<file path="src/i2c_ack_defs.svh">
`ifndef I2C_ACK_DEFS_SVH
`define I2C_ACK_DEFS_SVH

// ----------------------------------------
// register offsets
// ----------------------------------------
`define ADR_CTRL     8'hc0
`define ADR_OWN      8'hc1
`define ADR_STATUS   8'hd0
`define ADR_TXDATA   8'hd1
`define ADR_RXDATA   8'hd2
`define ADR_IRQ_STS  8'hd3
`define ADR_IRQ_CLR  8'hd4
`define ADR_IRQ_EN   8'hd5

// ----------------------------------------
// control fields and reset values
// ----------------------------------------
`define CTRL_EN      6
`define CTRL_SI      3
`define CTRL_ACK     2
`define CTRL_PX      0
`define OWN_CALL     0
`define OWN_RESET    8'h00
`define STATUS_RESET 8'hf8
`define PIN_RESET    4'hf

// ----------------------------------------
// interrupt status bits
// ----------------------------------------
`define IRQ_SI       0
`define IRQ_HIT      1
`define IRQ_DROP     2
`define IRQ_W        3

// ----------------------------------------
// status codes
// ----------------------------------------
`define ST_OWN_W     8'h60
`define ST_CALL_W    8'h70
`define ST_RX_ACK    8'h80
`define ST_RX_NACK   8'h88
`define ST_CALL_ACK  8'h90
`define ST_CALL_NACK 8'h98
`define ST_STOP      8'ha0
`define ST_OWN_R     8'ha8
`define ST_TX_ACK    8'hb8
`define ST_TX_NACK   8'hc0
`define ST_TX_LAST   8'hc8

// ----------------------------------------
// byte framing
// ----------------------------------------
`define BITS_BYTE    4'h8
`define LAST_TX_FALL 4'h7
`define CALL_ADDR    7'h00

`endif

</file>
<file path="src/i2c_ack_pkg.sv">
package i2c_ack_pkg;

	// slave sequencer states
	typedef enum logic [2:0] {
		ST_IDLE    = 3'b000,
		ST_ADDR    = 3'b001,
		ST_ACK_A   = 3'b010,
		ST_RX      = 3'b011,
		ST_RX_ACK  = 3'b100,
		ST_TX_LOAD = 3'b101,
		ST_TX      = 3'b110,
		ST_TX_ACK  = 3'b111
	} seq_state_t;

	// one scl/sda pair as seen after the synchroniser
	typedef struct packed {
		logic sda;
		logic scl;
	} pin_pair_t;

	// software control bits
	typedef struct packed {
		logic en;
		logic ack;
		logic px;
	} ctrl_t;

endpackage

</file>
<file path="src/pin_sync.sv">
`timescale 1ns/10ps
`include "i2c_ack_defs.svh"

module pin_sync #(
	parameter int WIDTH = 4
) (
	input  wire logic             clk,
	input  wire logic             rst_n,
	input  wire logic [WIDTH-1:0] d,
	output logic      [WIDTH-1:0] q
);

	logic [WIDTH-1:0] s1_q;
	logic [WIDTH-1:0] s2_q;
	logic [WIDTH-1:0] s3_q;

	// three stages; a bit moves once stages two and three agree
	always_ff @(posedge clk) begin
		if (!rst_n) begin
			s1_q <= WIDTH'(`PIN_RESET);
			s2_q <= WIDTH'(`PIN_RESET);
			s3_q <= WIDTH'(`PIN_RESET);
			q    <= WIDTH'(`PIN_RESET);
		end else begin
			s1_q <= d;
			s2_q <= s1_q;
			s3_q <= s2_q;
			q    <= (q & (s2_q ^ s3_q)) | (s3_q & ~(s2_q ^ s3_q));
		end
	end

endmodule

</file>
<file path="src/i2c_slave_addressing_ack.sv">
`timescale 1ns/10ps
`include "i2c_ack_defs.svh"

// What this block does
// RQ1: ack enabled: pull SDA low on ack
// RQ2: ack disabled: leave SDA high on ack
// RQ3: ack disabled: ignore addresses, no interrupt
// RQ4: missing ack drops slave to not-addressed
// RQ5: ack cleared before last byte: C8, drop
// RQ6: select bit picks one of two pin pairs
// RQ7: pin pairs switch at once on write
// RQ8: match 7-bit own address after start
// RQ9: match plus ack enabled: ack, become addressed
// RQ10: own address, call enable unused as master
// RQ11: general call needs its enable and ack
// RQ12: software sets nonzero own address first
// RQ13: master sends our address after start
// RQ14: flag on each status, stretch SCL meanwhile unless now idle
// RQ15: bus works only while interface enabled
// RQ16: address bit zero picks read or write
module i2c_slave_addressing_ack (
	input  wire logic       SYS_CLK,
	input  wire logic       RESETN,
	input  wire logic [7:0] ADDR,
	input  wire logic [7:0] WR_DATA,
	input  wire logic       WR_STB,
	input  wire logic       RD_STB,
	output logic      [7:0] RD_DATA,
	output logic            IRQ,
	input  wire logic       SCL_A_IN,
	output logic            SCL_A_OUT,
	output logic            SCL_A_OE,
	input  wire logic       SDA_A_IN,
	output logic            SDA_A_OUT,
	output logic            SDA_A_OE,
	input  wire logic       SCL_B_IN,
	output logic            SCL_B_OUT,
	output logic            SCL_B_OE,
	input  wire logic       SDA_B_IN,
	output logic            SDA_B_OUT,
	output logic            SDA_B_OE
);

	// ----------------------------------------
	// declarations
	// ----------------------------------------
	i2c_ack_pkg::ctrl_t      ctrl_q;
	i2c_ack_pkg::seq_state_t state_q;
	i2c_ack_pkg::pin_pair_t  pair_a;
	i2c_ack_pkg::pin_pair_t  pair_b;
	i2c_ack_pkg::pin_pair_t  pair_s;
	logic [3:0]              pins_s;
	logic                    si_q;
	logic [7:0]              own_q;
	logic [7:0]              tx_data_q;
	logic [7:0]              rx_data_q;
	logic [7:0]              status_q;
	logic [`IRQ_W-1:0]       irq_sts_q;
	logic [`IRQ_W-1:0]       irq_en_q;
	logic [7:0]              rd_q;
	logic                    irq_q;
	logic                    scl_prev_q;
	logic                    sda_prev_q;
	logic [3:0]              cnt_q;
	logic [7:0]              sh_q;
	logic                    sda_drv_q;
	logic                    scl_drv_q;
	logic                    addressed_q;
	logic                    call_q;
	logic                    rw_q;
	logic                    acked_q;
	logic                    last_q;
	logic                    ev_q;
	logic                    hit_ev_q;
	logic                    drop_ev_q;
	logic                    scl_a_oe_q;
	logic                    sda_a_oe_q;
	logic                    scl_b_oe_q;
	logic                    sda_b_oe_q;
	logic                    scl_rise;
	logic                    scl_fall;
	logic                    start_c;
	logic                    stop_c;
	logic                    wr_ctrl;
	logic                    hit_own;
	logic                    hit_call;

	// ----------------------------------------
	// helpers
	// ----------------------------------------
	// address byte decode: own match or enabled general call
	function automatic logic addr_hit(input logic [6:0] a, input logic [6:0] own, input logic call_ok);
		addr_hit = (a == `CALL_ADDR) ? call_ok : (a == own);
	endfunction

	// ----------------------------------------
	// pin sampling and routing
	// ----------------------------------------
	pin_sync #(
		.WIDTH (4)
	) u_sync (
		.clk   (SYS_CLK),
		.rst_n (RESETN),
		.d     ({SDA_B_IN, SCL_B_IN, SDA_A_IN, SCL_A_IN}),
		.q     (pins_s)
	);

	// selected pair follows the select bit directly
	assign pair_a = {pins_s[1], pins_s[0]};
	assign pair_b = {pins_s[3], pins_s[2]};
	assign pair_s = ctrl_q.px ? pair_b : pair_a; // RQ6 RQ7

	// bus conditions on the selected pair
	assign scl_rise = pair_s.scl & ~scl_prev_q;
	assign scl_fall = ~pair_s.scl & scl_prev_q;
	assign start_c  = pair_s.scl & scl_prev_q & sda_prev_q & ~pair_s.sda;
	assign stop_c   = pair_s.scl & scl_prev_q & ~sda_prev_q & pair_s.sda;

	// address decode, gated by ack enable
	assign hit_call = (sh_q[7:1] == `CALL_ADDR) && own_q[`OWN_CALL] && ctrl_q.ack && !sh_q[0]; // RQ11
	assign hit_own  = addr_hit(sh_q[7:1], own_q[7:1], 1'b0) && ctrl_q.ack; // RQ8 RQ9 RQ3
	assign wr_ctrl = WR_STB && (ADDR == `ADR_CTRL);

	always_ff @(posedge SYS_CLK) begin
		if (!RESETN) begin
			scl_prev_q <= 1'b1;
			sda_prev_q <= 1'b1;
		end else begin
			scl_prev_q <= pair_s.scl;
			sda_prev_q <= pair_s.sda;
		end
	end

	// ----------------------------------------
	// register writes
	// ----------------------------------------
	// control, own address, transmit byte, interrupt enable
	always_ff @(posedge SYS_CLK) begin
		if (!RESETN) begin
			ctrl_q    <= '0;
			own_q     <= `OWN_RESET;
			tx_data_q <= 8'h00;
			irq_en_q  <= '0;
		end else if (WR_STB) begin
			case (ADDR)
				`ADR_CTRL: begin
					ctrl_q.en <= WR_DATA[`CTRL_EN];
					ctrl_q.ack <= WR_DATA[`CTRL_ACK];
					ctrl_q.px <= WR_DATA[`CTRL_PX];
				end
				`ADR_OWN:    own_q     <= WR_DATA;
				`ADR_TXDATA: tx_data_q <= WR_DATA;
				`ADR_IRQ_EN: irq_en_q  <= WR_DATA[`IRQ_W-1:0];
				default: ;
			endcase
		end
	end

	// serial flag: set on each new status, cleared by writing zero
	always_ff @(posedge SYS_CLK) begin
		if (!RESETN) begin
			si_q <= 1'b0;
		end else if (ev_q) begin
			si_q <= 1'b1; // RQ14
		end else if (wr_ctrl && !WR_DATA[`CTRL_SI]) begin
			si_q <= 1'b0;
		end
	end

	// sticky interrupt causes, set wins over clear
	always_ff @(posedge SYS_CLK) begin
		if (!RESETN) begin
			irq_sts_q <= '0;
		end else begin
			irq_sts_q <= (irq_sts_q & ~((WR_STB && ADDR == `ADR_IRQ_CLR) ? WR_DATA[`IRQ_W-1:0] : '0))
				| {drop_ev_q, hit_ev_q, ev_q};
		end
	end

	// level interrupt from enabled causes
	always_ff @(posedge SYS_CLK) begin
		if (!RESETN) begin
			irq_q <= 1'b0;
		end else begin
			irq_q <= |(irq_sts_q & irq_en_q);
		end
	end

	// ----------------------------------------
	// register reads
	// ----------------------------------------
	always_ff @(posedge SYS_CLK) begin
		if (!RESETN) begin
			rd_q <= 8'h00;
		end else if (RD_STB) begin
			case (ADDR)
				`ADR_CTRL:    rd_q <= 8'h00 | (8'(ctrl_q.en) << `CTRL_EN) | (8'(si_q) << `CTRL_SI)
					| (8'(ctrl_q.ack) << `CTRL_ACK) | (8'(ctrl_q.px) << `CTRL_PX);
				`ADR_OWN:     rd_q <= own_q;
				`ADR_STATUS:  rd_q <= status_q;
				`ADR_TXDATA:  rd_q <= tx_data_q;
				`ADR_RXDATA:  rd_q <= rx_data_q;
				`ADR_IRQ_STS: rd_q <= 8'(irq_sts_q);
				`ADR_IRQ_EN:  rd_q <= 8'(irq_en_q);
				default:      rd_q <= 8'h00;
			endcase
		end else begin
			rd_q <= 8'h00;
		end
	end

	// ----------------------------------------
	// slave sequencer
	// ----------------------------------------
	// whole sequencer held idle while the interface is off
	always_ff @(posedge SYS_CLK) begin
		ev_q      <= 1'b0;
		hit_ev_q  <= 1'b0;
		drop_ev_q <= 1'b0;
		if (!RESETN || !ctrl_q.en) begin // RQ15
			state_q     <= i2c_ack_pkg::ST_IDLE;
			cnt_q       <= 4'h0;
			sh_q        <= 8'h00;
			sda_drv_q   <= 1'b0;
			addressed_q <= 1'b0;
			call_q      <= 1'b0;
			rw_q        <= 1'b0;
			acked_q     <= 1'b0;
			last_q      <= 1'b0;
			if (!RESETN) begin
				status_q  <= `STATUS_RESET;
				rx_data_q <= 8'h00;
			end
		end else if (start_c || stop_c) begin
			// first byte after any start is an address byte
			if (addressed_q) begin
				status_q <= `ST_STOP;
				ev_q     <= 1'b1;
			end
			state_q     <= start_c ? i2c_ack_pkg::ST_ADDR : i2c_ack_pkg::ST_IDLE; // RQ13
			cnt_q       <= 4'h0;
			sda_drv_q   <= 1'b0;
			addressed_q <= 1'b0;
		end else begin
			case (state_q)
				i2c_ack_pkg::ST_ADDR: begin
					if (scl_rise) begin
						sh_q  <= {sh_q[6:0], pair_s.sda};
						cnt_q <= cnt_q + 4'h1;
					end else if (scl_fall && cnt_q == `BITS_BYTE) begin
						// slave-only path: no master use of own address
						if (hit_own || hit_call) begin // RQ10
							sda_drv_q <= 1'b1; // RQ9
							call_q    <= hit_call;
							rw_q      <= sh_q[0];
							state_q   <= i2c_ack_pkg::ST_ACK_A;
						end else begin
							state_q <= i2c_ack_pkg::ST_IDLE; // RQ3
						end
					end
				end
				i2c_ack_pkg::ST_ACK_A: begin
					if (scl_fall) begin
						sda_drv_q   <= 1'b0;
						addressed_q <= 1'b1;
						ev_q        <= 1'b1;
						hit_ev_q    <= 1'b1;
						cnt_q       <= 4'h0;
						status_q    <= call_q ? `ST_CALL_W : (rw_q ? `ST_OWN_R : `ST_OWN_W);
						state_q     <= rw_q ? i2c_ack_pkg::ST_TX_LOAD : i2c_ack_pkg::ST_RX; // RQ16
					end
				end
				i2c_ack_pkg::ST_RX: begin
					if (scl_rise) begin
						sh_q  <= {sh_q[6:0], pair_s.sda};
						cnt_q <= cnt_q + 4'h1;
					end else if (scl_fall && cnt_q == `BITS_BYTE) begin
						rx_data_q <= sh_q;
						acked_q   <= ctrl_q.ack;
						sda_drv_q <= ctrl_q.ack; // RQ1 RQ2
						state_q   <= i2c_ack_pkg::ST_RX_ACK;
					end
				end
				i2c_ack_pkg::ST_RX_ACK: begin
					if (scl_fall) begin
						sda_drv_q <= 1'b0;
						ev_q      <= 1'b1;
						cnt_q     <= 4'h0;
						if (call_q) begin
							status_q <= acked_q ? `ST_CALL_ACK : `ST_CALL_NACK;
						end else begin
							status_q <= acked_q ? `ST_RX_ACK : `ST_RX_NACK;
						end
						if (acked_q) begin
							state_q <= i2c_ack_pkg::ST_RX;
						end else begin
							addressed_q <= 1'b0; // RQ4
							drop_ev_q   <= 1'b1;
							state_q     <= i2c_ack_pkg::ST_IDLE;
						end
					end
				end
				i2c_ack_pkg::ST_TX_LOAD: begin
					// wait until software has released the stretched clock
					if (!si_q && !ev_q) begin
						sh_q      <= tx_data_q;
						sda_drv_q <= ~tx_data_q[7];
						cnt_q     <= 4'h0;
						last_q    <= ~ctrl_q.ack; // RQ5
						state_q   <= i2c_ack_pkg::ST_TX;
					end
				end
				i2c_ack_pkg::ST_TX: begin
					if (scl_fall) begin
						if (cnt_q == `LAST_TX_FALL) begin
							sda_drv_q <= 1'b0;
							state_q   <= i2c_ack_pkg::ST_TX_ACK;
						end else begin
							sh_q      <= {sh_q[6:0], 1'b0};
							sda_drv_q <= ~sh_q[6];
							cnt_q     <= cnt_q + 4'h1;
						end
					end
				end
				i2c_ack_pkg::ST_TX_ACK: begin
					if (scl_rise) begin
						acked_q <= ~pair_s.sda;
					end else if (scl_fall) begin
						ev_q <= 1'b1;
						if (acked_q && !last_q) begin
							status_q <= `ST_TX_ACK;
							state_q  <= i2c_ack_pkg::ST_TX_LOAD;
						end else begin
							// released SDA: master reads all ones afterwards
							status_q    <= acked_q ? `ST_TX_LAST : `ST_TX_NACK; // RQ5 RQ4
							addressed_q <= 1'b0;
							drop_ev_q   <= 1'b1;
							state_q     <= i2c_ack_pkg::ST_IDLE;
						end
					end
				end
				default: ;
			endcase
		end
	end

	// ----------------------------------------
	// clock stretch and pin drivers
	// ----------------------------------------
	// hold SCL low while the flag waits for software and the sequencer is not idle
	always_ff @(posedge SYS_CLK) begin
		if (!RESETN) begin
			scl_drv_q <= 1'b0;
		end else begin
			scl_drv_q <= ctrl_q.en && si_q && state_q != i2c_ack_pkg::ST_IDLE && !pair_s.scl; // RQ14
		end
	end

	// enables steered to the selected pair only
	always_ff @(posedge SYS_CLK) begin
		if (!RESETN) begin
			scl_a_oe_q <= 1'b0;
			sda_a_oe_q <= 1'b0;
			scl_b_oe_q <= 1'b0;
			sda_b_oe_q <= 1'b0;
		end else begin
			scl_a_oe_q <= scl_drv_q & ~ctrl_q.px; // RQ6 RQ7
			sda_a_oe_q <= sda_drv_q & ~ctrl_q.px;
			scl_b_oe_q <= scl_drv_q & ctrl_q.px;
			sda_b_oe_q <= sda_drv_q & ctrl_q.px;
		end
	end

	// open drain: driven level is always low
	assign SCL_A_OUT = 1'b0;
	assign SDA_A_OUT = 1'b0;
	assign SCL_B_OUT = 1'b0;
	assign SDA_B_OUT = 1'b0;
	assign SCL_A_OE  = scl_a_oe_q;
	assign SDA_A_OE  = sda_a_oe_q;
	assign SCL_B_OE  = scl_b_oe_q;
	assign SDA_B_OE  = sda_b_oe_q;
	assign RD_DATA   = rd_q;
	assign IRQ       = irq_q;
endmodule

</file>
<file path="config.mk">
export PLATFORM = sky130hd
export DESIGN_NAME = i2c_slave_addressing_ack
export DESIGN_NICKNAME = d
export VERILOG_FILES = /design/src/i2c_ack_pkg.sv /design/src/pin_sync.sv /design/src/i2c_slave_addressing_ack.sv
export VERILOG_INCLUDE_DIRS = /design/src
export SDC_FILE = /design/constraint.sdc
export NUM_CORES = 1
export LEC_CHECK = 0
export BUFFER_PORTS_ARGS = -buffer_cell sky130_fd_sc_hd__clkbuf_2
export CORE_ASPECT_RATIO = 1.25
export CORE_UTILIZATION = 45
export CTS_CLUSTER_SIZE = 30
export DETAILED_ROUTE_END_ITERATION = 10
export PLACE_DENSITY_LB_ADDON = 0.15
export SYNTH_ARGS = -nofsm -noshare
export SYNTH_HDL_FRONTEND = slang
export SYNTH_HIERARCHICAL = 1
export SYNTH_SLANG_ARGS = --single-unit
</file>
<file path="constraint.sdc">
create_clock -name SYS_CLK -period 3 [get_ports SYS_CLK]
set_input_delay 0.15 -clock SYS_CLK [delete_from_list [all_inputs] [get_ports SYS_CLK]]
set_output_delay 0.15 -clock SYS_CLK [all_outputs]
set_load 0.01 [all_outputs]
</file>
; Word-level counts from Yosys, hierarchy flattened
; Index checks and enable logic that the tools add are counted.
; Widths: inputs -> output; s select.
[op_classes]
addsub = 1
mux = 87
bitwise = 34
n_eq_ne = 54
reduce_logical = 56
[ops]
columns = operator, count
row1 = $mux 8, 20
row2 = $eq 8x8->1 const B, 8
row3 = $pmux 8 s7, 1
row4 = $pmux 8 s3, 2
row5 = $mux 3, 15
row6 = $ne 3x3->1 const B, 12
row7 = $ne 2x2->1 const B, 17
row8 = $mux 4, 8
row9 = $mux 1, 29
row10 = $pmux 3 s7, 1
row11 = $ne 4x4->1 const B, 4
row12 = $pmux 4 s4, 1
row13 = $reduce_and 5->1, 3
row14 = $reduce_and 7->1, 2
row15 = $logic_and 1x1->1, 13
row16 = $eq 3x3->1 const B, 4
row17 = $reduce_and 12->1, 1
row18 = $reduce_and 6->1, 2
row19 = $and 1x1->1, 11
row20 = $not 1->1, 11
row21 = $reduce_and 2->1, 5
row22 = $reduce_bool 5->1, 2
row23 = $reduce_and 9->1, 1
row24 = $reduce_bool 3->1, 3
row25 = other kinds (32), 56
[totals]
word_cells = 267
regBits = 98
output_inout_bits = 17

; Depth between registers and ports, before layout
; Gate-level depths: netlist (run 1).
[depth]
ltp_word = 10
mapped_depth = 8
ltp_nobuf = 7

; Modules after synthesis
; Netlist (run 1), hierarchy kept.
[by_module_without_submodules]
columns = mod, area_per_inst_um2, cells_per_inst, n_inst, seq_area_each_um2
row1 = i2c_slave_addressing_ack, 4107.7, 463, 1, 1711.6
row2 = pin_sync, 465.4, 41, 1, 320.3

; Worst setup path after synthesis (run 1)
; OpenSTA, ideal clock, no wires.
[synth_timing]
kind = register to register
start = register state_q[0]
end = register rx_data_q[0] (enable)
setup_slack_ps = 599
arrival_time_ps = 2014
setup_time_ps = 387
path_stages_with_launch = 6
path_cell_list = dfxtp_1 clkbuf_1 clkbuf_1 clkbuf_1 nand2_1 o31ai_1
[synth_via]
elab_chain_len = 3
[synth_rtl]
columns = element, line
row1 = start: declaration, i2c_slave_addressing_ack.sv:48  ; i2c_ack_pkg::seq_state_t state_q;
row2 = start signal: assignment, i2c_slave_addressing_ack.sv:221  ; state_q <= i2c_ack_pkg::ST_IDLE;
row3 = start signal: assignment, i2c_slave_addressing_ack.sv:240  ; state_q <= start_c ? i2c_ack_pkg::ST_ADDR : i2c_ack_pkg::ST_IDLE;
row4 = start signal: assignment, i2c_slave_addressing_ack.sv:256  ; state_q <= i2c_ack_pkg::ST_ACK_A;
row5 = $eq 3x2->1, i2c_slave_addressing_ack.sv:245  ; case (state_q)
row6 = $reduce_bool 2->1 (no line), -
row7 = $reduce_and 5->1 (no line), -
row8 = end signal: assignment, i2c_slave_addressing_ack.sv:278  ; rx_data_q <= sh_q;
row9 = end: declaration, i2c_slave_addressing_ack.sv:56  ; logic [7:0] rx_data_q;
; No other way between the ends.
; A chain may end at the register's enable or synchronous reset.

; Final worst setup path (run 1)
[layout_timing]
start = register ctrl_q[0] in the netlist's numbering
end = register sh_q[3]
[layout_via]
elab_chain_len = 7
[layout_rtl]
columns = element, line
row1 = start: declaration, i2c_slave_addressing_ack.sv:47  ; i2c_ack_pkg::ctrl_t ctrl_q;
row2 = $mux 2 *, i2c_slave_addressing_ack.sv:111  ; assign pair_s = ctrl_q.px ? pair_b : pair_a;
row3 = $and 1x1->1, "i2c_slave_addressing_ack.sv:116, i2c_slave_addressing_ack.sv:117"
row4 = "$and 1x1->1, on equally long branches (2 in series)", "i2c_slave_addressing_ack.sv:116, i2c_slave_addressing_ack.sv:117"
row5 = $logic_or 1x1->1, i2c_slave_addressing_ack.sv:234  ; end else if (start_c || stop_c) begin
row6 = $not 1->1 (no line), -
row7 = $reduce_and 6->1 (no line) *, -
row8 = end signal: assignment, i2c_slave_addressing_ack.sv:248  ; sh_q <= {sh_q[6:0], pair_s.sda};
row9 = end signal: assignment, i2c_slave_addressing_ack.sv:275  ; sh_q <= {sh_q[6:0], pair_s.sda};
row10 = end signal: assignment, i2c_slave_addressing_ack.sv:306  ; sh_q <= tx_data_q;
row11 = end: declaration, i2c_slave_addressing_ack.sv:65  ; logic [7:0] sh_q;
; Mark *: on every way between the ends. The rest lies on a longest branch, timed or not.

==> impl_results.md, run 1 <==
- Max-slew headroom: 0.426
- Pins Over Slew Limit: 0
- Setup-failing EPs final: 0
- Die area: 10600 um2
- Hold depth: 3
- RR Endpoint: sh_q[3]
- Pre-antenna DRT Iters: 4
- Least-Margin Pin Slew: 0.854 ns
- Rows: 40
- Clock-pin slew on the worst setup and hold paths: 0.07 ns
- Die Ht: 115 um
- Mapped Area: 4570 um2
- Tcrit/Tclk final: 0.836
- Worst VDD drop: 0.000367 V
- Max-cap violations: 0
- Design Area, Final: 5180 um2
- Critical path class: flop to flop
- Leakage: 0.00180 uW
- Setup TNS: 0 ns
- Mean Syn Cell Area: 9.07 um2
- CTS sink cnt: 95
- Hold endpoint: own_q[7]
- DP Area: 4860 um2
- Largest net degree at the start of global routing: 60
- Max Root-Sink Buffers: 2
- Share of post-route cells with drive strength above 1: 0.159
- RR Startpoint: ctrl_q[0]
- DR vias: 3785
- Final min period: 2.51 ns
- H-Tree Depth: 3
- 1st-iter DRT viols: 205
- Hold Path Origin: WR_DATA[7]
- Num ports: 41
- Gate Count Post-Synth: 504
- Min-delay worst type: primary input to flop
- Power Total: 2480 uW
- Post-synth cell types: 61
- Initial core utilization: 0.469
- Number of CTS-inserted buffers: 9
- All-Layer GR Usage: 0.234
- Final antenna-violating net count: 0
- Nets: 562
- Warnings, synthesis: 6
- Seq/Total Area, Yosys: 0.444
- Top FF cell, synth: dfxtp_1
- Cell area power density: 478 nW/um2
- Post-CTS sizing: 0
- Core region area: 9760 um2
- Final hold violations: 0
- FF+latch count, synth: 95
- Reg2Reg Setup Slack: 0.49 ns
- Startpoint Class: flop
- CTS tree: done
- First-pass GRT wire length: 18.8 mm
- Reg2Reg Depth: 5
- Later-pin clock latency in the skew report: 0.34 ns
- WL per Instance: 17.6 um
- Dpl hpwl: 8.71 mm
- Worst EP required: 3.23 ns
- Peak Freq: 0.399 GHz
- Global route overflow: 0
- P&R area growth vs syn: 13.3%
- Ys async rst share: 0
- Routed wire length: 11.7 mm
- Most common cell after layout, fill and taps aside: dfxtp_1
- RSZ-0062 raised after global routing: no
- Number of synthesized flops with an enable pin: 13
- Critical Path AT: 2.74 ns
- Vias in the first global route: 3599
- Chip Width: 92.2 um
- Fill cells: 937
- Initial antenna violation count: 0
- Root Buffer: clkbuf_16
- IO Port Bufs: 36
- Number of remaining DRC errors: 0
- Via-per-instance ratio: 5.67
- Commonest cells after routing, fill and taps aside: 82 x dfxtp_1, 47 x nand2_1, 44 x a21oi_1
- Maximum fanout along the worst path: 8
- Crit. Startpoint: ctrl_q[0]
- Placer's final routability congestion estimate: 0.924
- CP Capture Type: flop
- Status: complete, no violations
- Fin Clk Skew: 0.00492 ns
- Antenna Cells: 0
-- worst max-delay path, cell delays in order, from the launching register on --
cell and delay [ns]:
dfxtp_1 0.54, mux2i_4 0.38, xnor2_1 0.11, and2_1 0.16, or4_1 0.80, mux2_4 0.40
-- registers in the layout (all words and copies together) (netlist names), 4 cells and up, named ones only --
signal	count
status_q	5
RD_DATA	8
u_sync/s3_q	4
u_sync/s1_q	4
u_sync/s2_q	4
rx_data_q	8
cnt_q	4
tx_data_q	8
sh_q	8
own_q	8
-- through the flow --
stage	hold slack (ns)	worst slack, ns	instances	util
after global placement	0.326	0.590	647	0.498
final	0.0748	0.492	667	0.531
after detailed placement	0.329	0.492	647	0.498
after floorplan	0.246	0.599	507	-
after global routing	0.0729	0.326	667	0.531
after CTS	0.0658	0.483	667	0.531
-- Yosys cell counts, types with 13 or more instances --
| cell | number | area share |
|---|---|---|
| a21boi_0 | 14 | 0.023 |
| a21oi_1 | 44 | 0.048 |
| clkbuf_1 | 25 | 0.021 |
| dfxtp_1 | 82 | 0.36 |
| edfxtp_1 | 13 | 0.085 |
| mux2i_1 | 14 | 0.031 |
| nand2_1 | 47 | 0.039 |
| nand2b_1 | 15 | 0.021 |
| nand3_1 | 20 | 0.022 |
| nor2_1 | 29 | 0.024 |
| nor2b_1 | 20 | 0.027 |
| o21ai_0 | 18 | 0.020 |
-- how the worst max path moves through the flow --
stage	to	slack, ns	cells after the start
after floorplan	rx_data_q[0]	0.60	5
after global placement	sh_q[6]	0.59	5
after detailed placement	sh_q[3]	0.49	5
after CTS	sh_q[3]	0.48	5
after global routing	cnt_q[0]	0.33	6
final	sh_q[3]	0.49	5
-- logic make-up (layout without fill, tap and decap cells) --
| family | count (synthesis) | in the layout | share of synthesized area |
|---|---|---|---|
| buffers and inverters | 48 | 82 | 0.0487 |
| flip-flops | 95 | 95 | 0.444 |
| AND/OR/NAND/NOR | 195 | 195 | 0.230 |
| other | 1 | 4 | 0.000820 |
| XOR/XNOR | 9 | 9 | 0.0172 |
| multiplexers | 29 | 29 | 0.0766 |
| AO/OA/AOI/OAI | 125 | 125 | 0.177 |
| adder cells (fa/ha/maj) | 2 | 2 | 0.00547 |
-- report_power, final --
part / leakage (uW) / switching (uW) / internal (uW) / total, uW
sequential: 0.000773 / 5.44 / 1300 / 1310
combinational: 0.000890 / 47.2 / 35.5 / 82.7
clock: 0.000140 / 479 / 609 / 1090
total: 0.00180 / 531 / 1940 / 2480
-- cell type report --
cell class / count / area, um2 / share of cell area
well taps: 126 / 158 / 0.0304
clock inverters: 4 / 27.5 / 0.00531
clock buffers: 12 / 256 / 0.0495
flip-flops and latches: 95 / 2030 / 0.392
multi-input cells: 364 / 2340 / 0.451
repair buffers: 54 / 325 / 0.0628
inverters: 12 / 45.0 / 0.00870
-- routing by layer --
layer | wire length (um) | GRT usage | vias to the layer above
li1 | - | - | 1872
met1 | 4920 | 0.275 | 1792
met2 | 5920 | 0.411 | 91
met3 | 431 | 0.0392 | 30
met4 | 445 | 0.116 | 0
met5 | 0 | 0 | -
-- timing repair --
item	CTS	global route
buffers inserted	0	0
hold buffers	4	0
hold endpoints to repair	4	0
No activity file was read; power rests on OpenSTA's default activity.
==> run 2: changes to the inputs <==
--- a/config.mk
+++ b/config.mk
@@ -6,6 +6,7 @@
 export SDC_FILE = /design/constraint.sdc
 export NUM_CORES = 1
 export LEC_CHECK = 0
+export ABC_AREA = 1
 export BUFFER_PORTS_ARGS = -buffer_cell sky130_fd_sc_hd__clkbuf_2
 export CORE_ASPECT_RATIO = 1.25
 export CORE_UTILIZATION = 45
==> constraint.sdc (replaced) <==
create_clock -name SYS_CLK -period 2.1 [get_ports SYS_CLK]
set_input_delay 0.105 -clock SYS_CLK [delete_from_list [all_inputs] [get_ports SYS_CLK]]
set_output_delay 0.105 -clock SYS_CLK [all_outputs]
set_load 0.01 [all_outputs]
==> impl_results.md, run 2 <==
- Number of synthesized flops with an enable pin: 13
- Dpl hpwl: 9.43 mm
- Multiplexer share of the synthesized area: 0
- Ys async rst share: 0
- Chip Width: 92.6 um
- Post-synth cell types: 40
- WL per Instance: 14.6 um
- Min-delay worst type: primary input to flop
- Delay-heaviest family, CP: simple AND/OR/NAND/NOR gates
- GR met3 Demand/Resource: 0.0483
- Routed wire length: 12.1 mm
- Die Ht: 115 um
- Initial antenna violation count: 0
- 1st-iter DRT viols: 235
- Cell area power density: 689 nW/um2
- Gate Count Post-Synth: 649
- Max Root-Sink Buffers: 2
- Worst path cell trace: nand2_1 > nand2_2 > nand2_1 > inv_2 > nand2_4 > inv_2 > nand2_1 > nand3_1 > nand2_1 > nor2_2
- Simple-gate share of the synthesized area: 0.309
- Startpoint Class: flop
- Global route overflow: 0
- Mapped Area: 4620 um2
- Maximum fanout along the worst path: 6
- CTS tree: done
- GR Util met1: 0.268
- Clock-pin slew on the worst setup and hold paths: 0.08 ns
- DR vias: 4228
- Bufs and invs on worst path: 2
- Nets: 723
- Pins Over Slew Limit: 0
- Critical path's slowest cell: dfxtp_1
- Hold WS: 0.0259 ns
- Root Buffer: clkbuf_16
- Peak Freq: 0.548 GHz
- Setup TNS: 0 ns
- Footprint of the multi-input gates: 2080 um2
- Pre-antenna DRT Iters: 5
- Core region area: 10100 um2
- Register area: 2030 um2
- Critical path class: flop to flop
- Top FF cell, synth: dfxtp_1
- Fin Clk Skew: 0.00854 ns
- Complex-gate fraction of the synthesized area: 0.129
- CTS sink cnt: 95
- Via-per-instance ratio: 5.09
- Most Used Layer, Global Route: met2
- FF+latch count, synth: 95
- Synth Area in Adders: 0.00542
- Ranking of synthesized cells by area: dfxtp_1 36%, nand2_1 11%, edfxtp_1 8.5%, inv_1 7.8%, nor2_1 6.2%
- P&R area growth vs syn: 14.4%
- CP Capture Type: flop
- Seq/Total Area, Yosys: 0.440
- CP max stage delay: 0.43 ns
- Worst VDD drop: 0.000464 V
- Max-cap violations: 0
- Initial core utilization: 0.459
- Final min period: 1.83 ns
- All-Layer GR Usage: 0.243
- Cell accounting for the most synthesized area: dfxtp_1
- H-Tree Depth: 3
- Number of remaining DRC errors: 0
- Warnings, synthesis: 6
- Worst setup margin: 0.274 ns
- Top cell by count, worst path: nand2_1
- Most common cell in the netlist: nand2_1
- Status: complete, no violations
- Post-place setup slack: 0.187 ns
- Final hold violations: 0
- Most common cell after layout, fill and taps aside: nand2_1
- Leakage: 0.00231 uW
- Setup-failing EPs final: 0
- Placer's final routability congestion estimate: 0.910
- Later-pin clock latency in the skew report: 0.35 ns
- Die area: 10700 um2
- Vias in the first global route: 4181
- Fill cells: 1036
- Met2 usage: 0.443
- First-pass GRT wire length: 19.7 mm
- Share of post-route cells with drive strength above 1: 0.151
- Tcrit/Tclk final: 0.869
- Mean Syn Cell Area: 7.12 um2
- Post-synth top cells: 138 x nand2_1, 96 x inv_1, 82 x dfxtp_1
- Worst EP required: 2.13 ns
- Rows: 41
- XOR/XNOR Fraction of Synth Area: 0.00379
- Critical Path AT: 1.86 ns
- Num ports: 41
- RSZ-0062 raised after global routing: no
- Largest family of logic cells by synthesized area: simple AND/OR/NAND/NOR gates
- IO Port Bufs: 36
- Number of CTS-inserted buffers: 9
- # Post-CTS Setup Buffers: 0
- Commonest cells after routing, fill and taps aside: 138 x nand2_1, 96 x inv_1, 82 x dfxtp_1
- Largest net degree at the start of global routing: 44
- Yosys top cell area share: 0.355
- Antenna Cells: 0
- Final antenna-violating net count: 0
-- run 2: cell count changes in the layout (fill, tap and decap cells not counted), sizes merged, moves of 15 or more --
cell,change
nand2,+106
inv,+96
nor2,+55
o21ai,+36
nand3,+25
nor2b,-20
mux2i,-15
nand2b,-15
-- run 2: per-stage QoR --
stage          instance area, um2  utilization  power (uW)  cells
6_report                     5290        0.526        3640    831
5_1_grt                      5290        0.526        3780    831
4_1_cts                      5280        0.526        3670    831
3_5_place_dp                 4940        0.491        2010    811
3_3_place_gp                 4940        0.491        2010    811
2_1_floorplan                4630            -        1970    652
-- run 2: area by class of cell --
type                    count  area share
clock inverters             7      0.0154
repair buffers             51      0.0573
multi-input cells         433       0.394
clock buffers               9      0.0426
well taps                 129      0.0305
inverters                 107      0.0760
flip-flops and latches     95       0.384
-- run 2: final timing paths --
| check | cells after the start | slack, ns | endpoint | from |
|---|---|---|---|---|
| max | 10 | 0.27 | status_q[6] | ctrl_q[0] |
| min | 3 | 0.03 | irq_en_q[1] | WR_DATA[1] |
| max reg2reg | 10 | 0.27 | status_q[6] | ctrl_q[0] |
| min reg2reg | 2 | 0.41 | u_sync/s2_q[2] | u_sync/s1_q[2] |
-- run 2: kinds of logic after synthesis --
logic type / Yosys count
buffers and inverters: 124
AOI/OAI and AO/OA: 114
other: 1
adders and majority gates: 2
and+or+nand+nor: 311
xor gates and xnor gates: 2
DFF: 95
-- run 2: worst register-to-register path: cells and delay by family, from the launching register on --
kind          cells  cell delay, ns
flops             1            0.43
simple gates      8            0.90
buf+inv           2            0.19
-- run 2: power by group --
part,switching [uW],total (uW),internal [uW]
Sequential,5.83,1860,1850
Combinational,73.3,115,41.6
Clock,809,1670,858
-- run 2: metal layers --
metal / vias up / wire length [um] / share of wire
met4: 0 / 465 / 0.038
met2: 107 / 6250 / 0.52
met3: 29 / 488 / 0.040
li1: 2159 / - / -
met1: 1933 / 4930 / 0.41
met5: - / 0 / 0
-- run 2: timing repair --
| action | 4_1_cts | 5_1_grt |
|---|---|---|
| endpoints found under the setup margin | 0 | 4 |
| hold buffers | 4 | 0 |
| endpoints found under the hold margin | 4 | 0 |
| resized for setup | 0 | 1 |
==> run 3: changes to the inputs <==
--- a/config.mk
+++ b/config.mk
@@ -13,6 +13,7 @@
 export CTS_CLUSTER_SIZE = 30
 export DETAILED_ROUTE_END_ITERATION = 10
 export PLACE_DENSITY_LB_ADDON = 0.15
+export REMOVE_ABC_BUFFERS = 1
 export SYNTH_ARGS = -nofsm -noshare
 export SYNTH_HDL_FRONTEND = slang
 export SYNTH_HIERARCHICAL = 1
==> constraint.sdc (replaced) <==
create_clock -name SYS_CLK -period 2.19 [get_ports SYS_CLK]
set_input_delay 0.1095 -clock SYS_CLK [delete_from_list [all_inputs] [get_ports SYS_CLK]]
set_output_delay 0.1095 -clock SYS_CLK [all_outputs]
set_load 0.01 [all_outputs]
==> impl_results.md, run 3 (synthesis results as in run 2) <==
- WL per Instance: 14.8 um
- Peak Freq: 0.518 GHz
- Worst path cell trace: nand2_1 > nand2_2 > nand2_1 > inv_2 > nand2_4 > inv_2 > nand2_1 > nand3_1 > nand2_1 > nor2_1
- Die Ht: 115 um
- Number of CTS-inserted buffers: 9
- Root Buffer: clkbuf_16
- Max-cap violations: 0
- Later-pin clock latency in the skew report: 0.34 ns
- Max Root-Sink Buffers: 2
- Die area: 10700 um2
- Startpoint Class: flop
- Setup TNS: 0 ns
- Final min period: 1.93 ns
- All-Layer GR Usage: 0.239
- Clock-pin slew on the worst setup and hold paths: 0.07 ns
- Commonest cells after routing, fill and taps aside: 138 x nand2_1, 96 x inv_1, 82 x dfxtp_1
- RSZ-0062 raised after global routing: no
- Min-delay worst type: primary input to flop
- Max-slew headroom: 0.667
- Status: complete, no violations
- P&R area growth vs syn: 13.9%
- Final antenna-violating net count: 0
- Worst VDD drop: 0.000398 V
- First-pass GRT wire length: 19.4 mm
- Antenna Cells: 0
- H-Tree Depth: 3
- Pint: 2670 uW
- Nets: 721
- Final cell count without fillers: 829
- Largest net degree at the start of global routing: 44
- Core region area: 10100 um2
- Top cell by count, worst path: nand2_1
- Setup-failing EPs final: 0
- Share of post-route cells with drive strength above 1: 0.147
- P_sw: 801 uW
- Power share of the clock group: 0.455
- Via-per-instance ratio: 5.12
- Flop pwr share: 0.513
- Final hold violations: 0
- Design Area, Final: 5260 um2
- Tcrit/Tclk final: 0.882
- CTS sink cnt: 95
- Critical path class: flop to flop
- Most common cell after layout, fill and taps aside: nand2_1
- Initial antenna violation count: 0
- Initial core utilization: 0.459
- Fill cells: 1028
- Layout Utilization: 0.523
- Comb pwr share: 0.031
- Placer's final routability congestion estimate: 0.919
- Global route overflow: 0
- Rows: 41
- Fin Clk Skew: 0.00667 ns
- Pins Over Slew Limit: 0
- Maximum fanout along the worst path: 6
- 1st-iter DRT viols: 210
- Critical path's slowest cell: dfxtp_1
- Leakage: 0.00230 uW
- CP Capture Type: flop
- DR vias: 4244
- Vias in the first global route: 3927
- Critical Path AT: 1.94 ns
- DP Area: 4920 um2
- Dpl hpwl: 9.36 mm
- CP max stage delay: 0.43 ns
- Cell area power density: 660 nW/um2
- Sw Ratio: 0.231
- Worst EP required: 2.20 ns
- Least-Margin Pin Slew: 0.498 ns
- Routed wire length: 12.3 mm
- Power Total: 3470 uW
- Num ports: 41
- IO Port Bufs: 36
- CTS tree: done
- Dpl cells: 809
- Number of remaining DRC errors: 0
- Pre-antenna DRT Iters: 4
- Chip Width: 92.6 um
## run 3: cell types whose count changed in the layout (fill, tap and decap cells not counted), sizes merged
cell | before | now
inv | 110 | 108
clkbuf | 45 | 47
buf | 11 | 9
## run 3: timing repair
item,CTS,global route
endpoints found under the hold margin,4,0
setup endpoints to repair,0,0
buffers inserted,0,0
hold buffers,4,0
gates resized for setup,0,0
## run 3: power by group through the flow
| stage | registers, uW | logic, uW | clock network, uW |
|---|---|---|---|
| 2_1_floorplan | 1820 | 48.1 | 0 |
| 3_3_place_gp | 1820 | 102 | 0 |
| 3_5_place_dp | 1820 | 104 | 0 |
| 4_1_cts | 1780 | 110 | 1600 |
| 5_1_grt | 1780 | 123 | 1670 |
| 6_report | 1780 | 109 | 1580 |
## run 3: path summary, 6_finish.rpt
path	start	to	slack (ns)	depth (start not counted)
worst max-delay path	ctrl_q[0]	status_q[6]	0.26	10
worst min-delay path	WR_DATA[1]	irq_en_q[1]	0.04	3
worst max register to register	ctrl_q[0]	status_q[6]	0.26	10
worst min register to register	u_sync/s1_q[2]	u_sync/s2_q[2]	0.40	2
## run 3: critical path: cells and delay by family (launching register included)
kind	cells	cell delay (ns)
flip-flops	1	0.43
buffers and inverters	2	0.19
AND/OR/NAND/NOR	8	0.98
## run 3: final cells by class
class | instances | area [um2] | share of cell area
clock buffers | 11 | 253 | 0.0480
inverters | 107 | 402 | 0.0763
repair buffers | 49 | 288 | 0.0547
multi-input cells | 433 | 2080 | 0.395
clock inverters | 5 | 46.3 | 0.00880
flip-flops and latches | 95 | 2030 | 0.386
well taps | 129 | 161 | 0.0307
## run 3: stage by stage
stage	hold slack (ns)	setup slack, ns
2_1_floorplan	0.178	0.284
3_3_place_gp	0.279	0.326
3_5_place_dp	0.284	0.269
4_1_cts	0.0310	0.253
5_1_grt	0.0383	0.0885
6_report	0.0390	0.259
## run 3: routing by layer
metal	share of wire	global-route usage
met5	0	0
met2	0.52	0.446
met3	0.031	0.0384
met4	0.028	0.104
met1	0.42	0.268
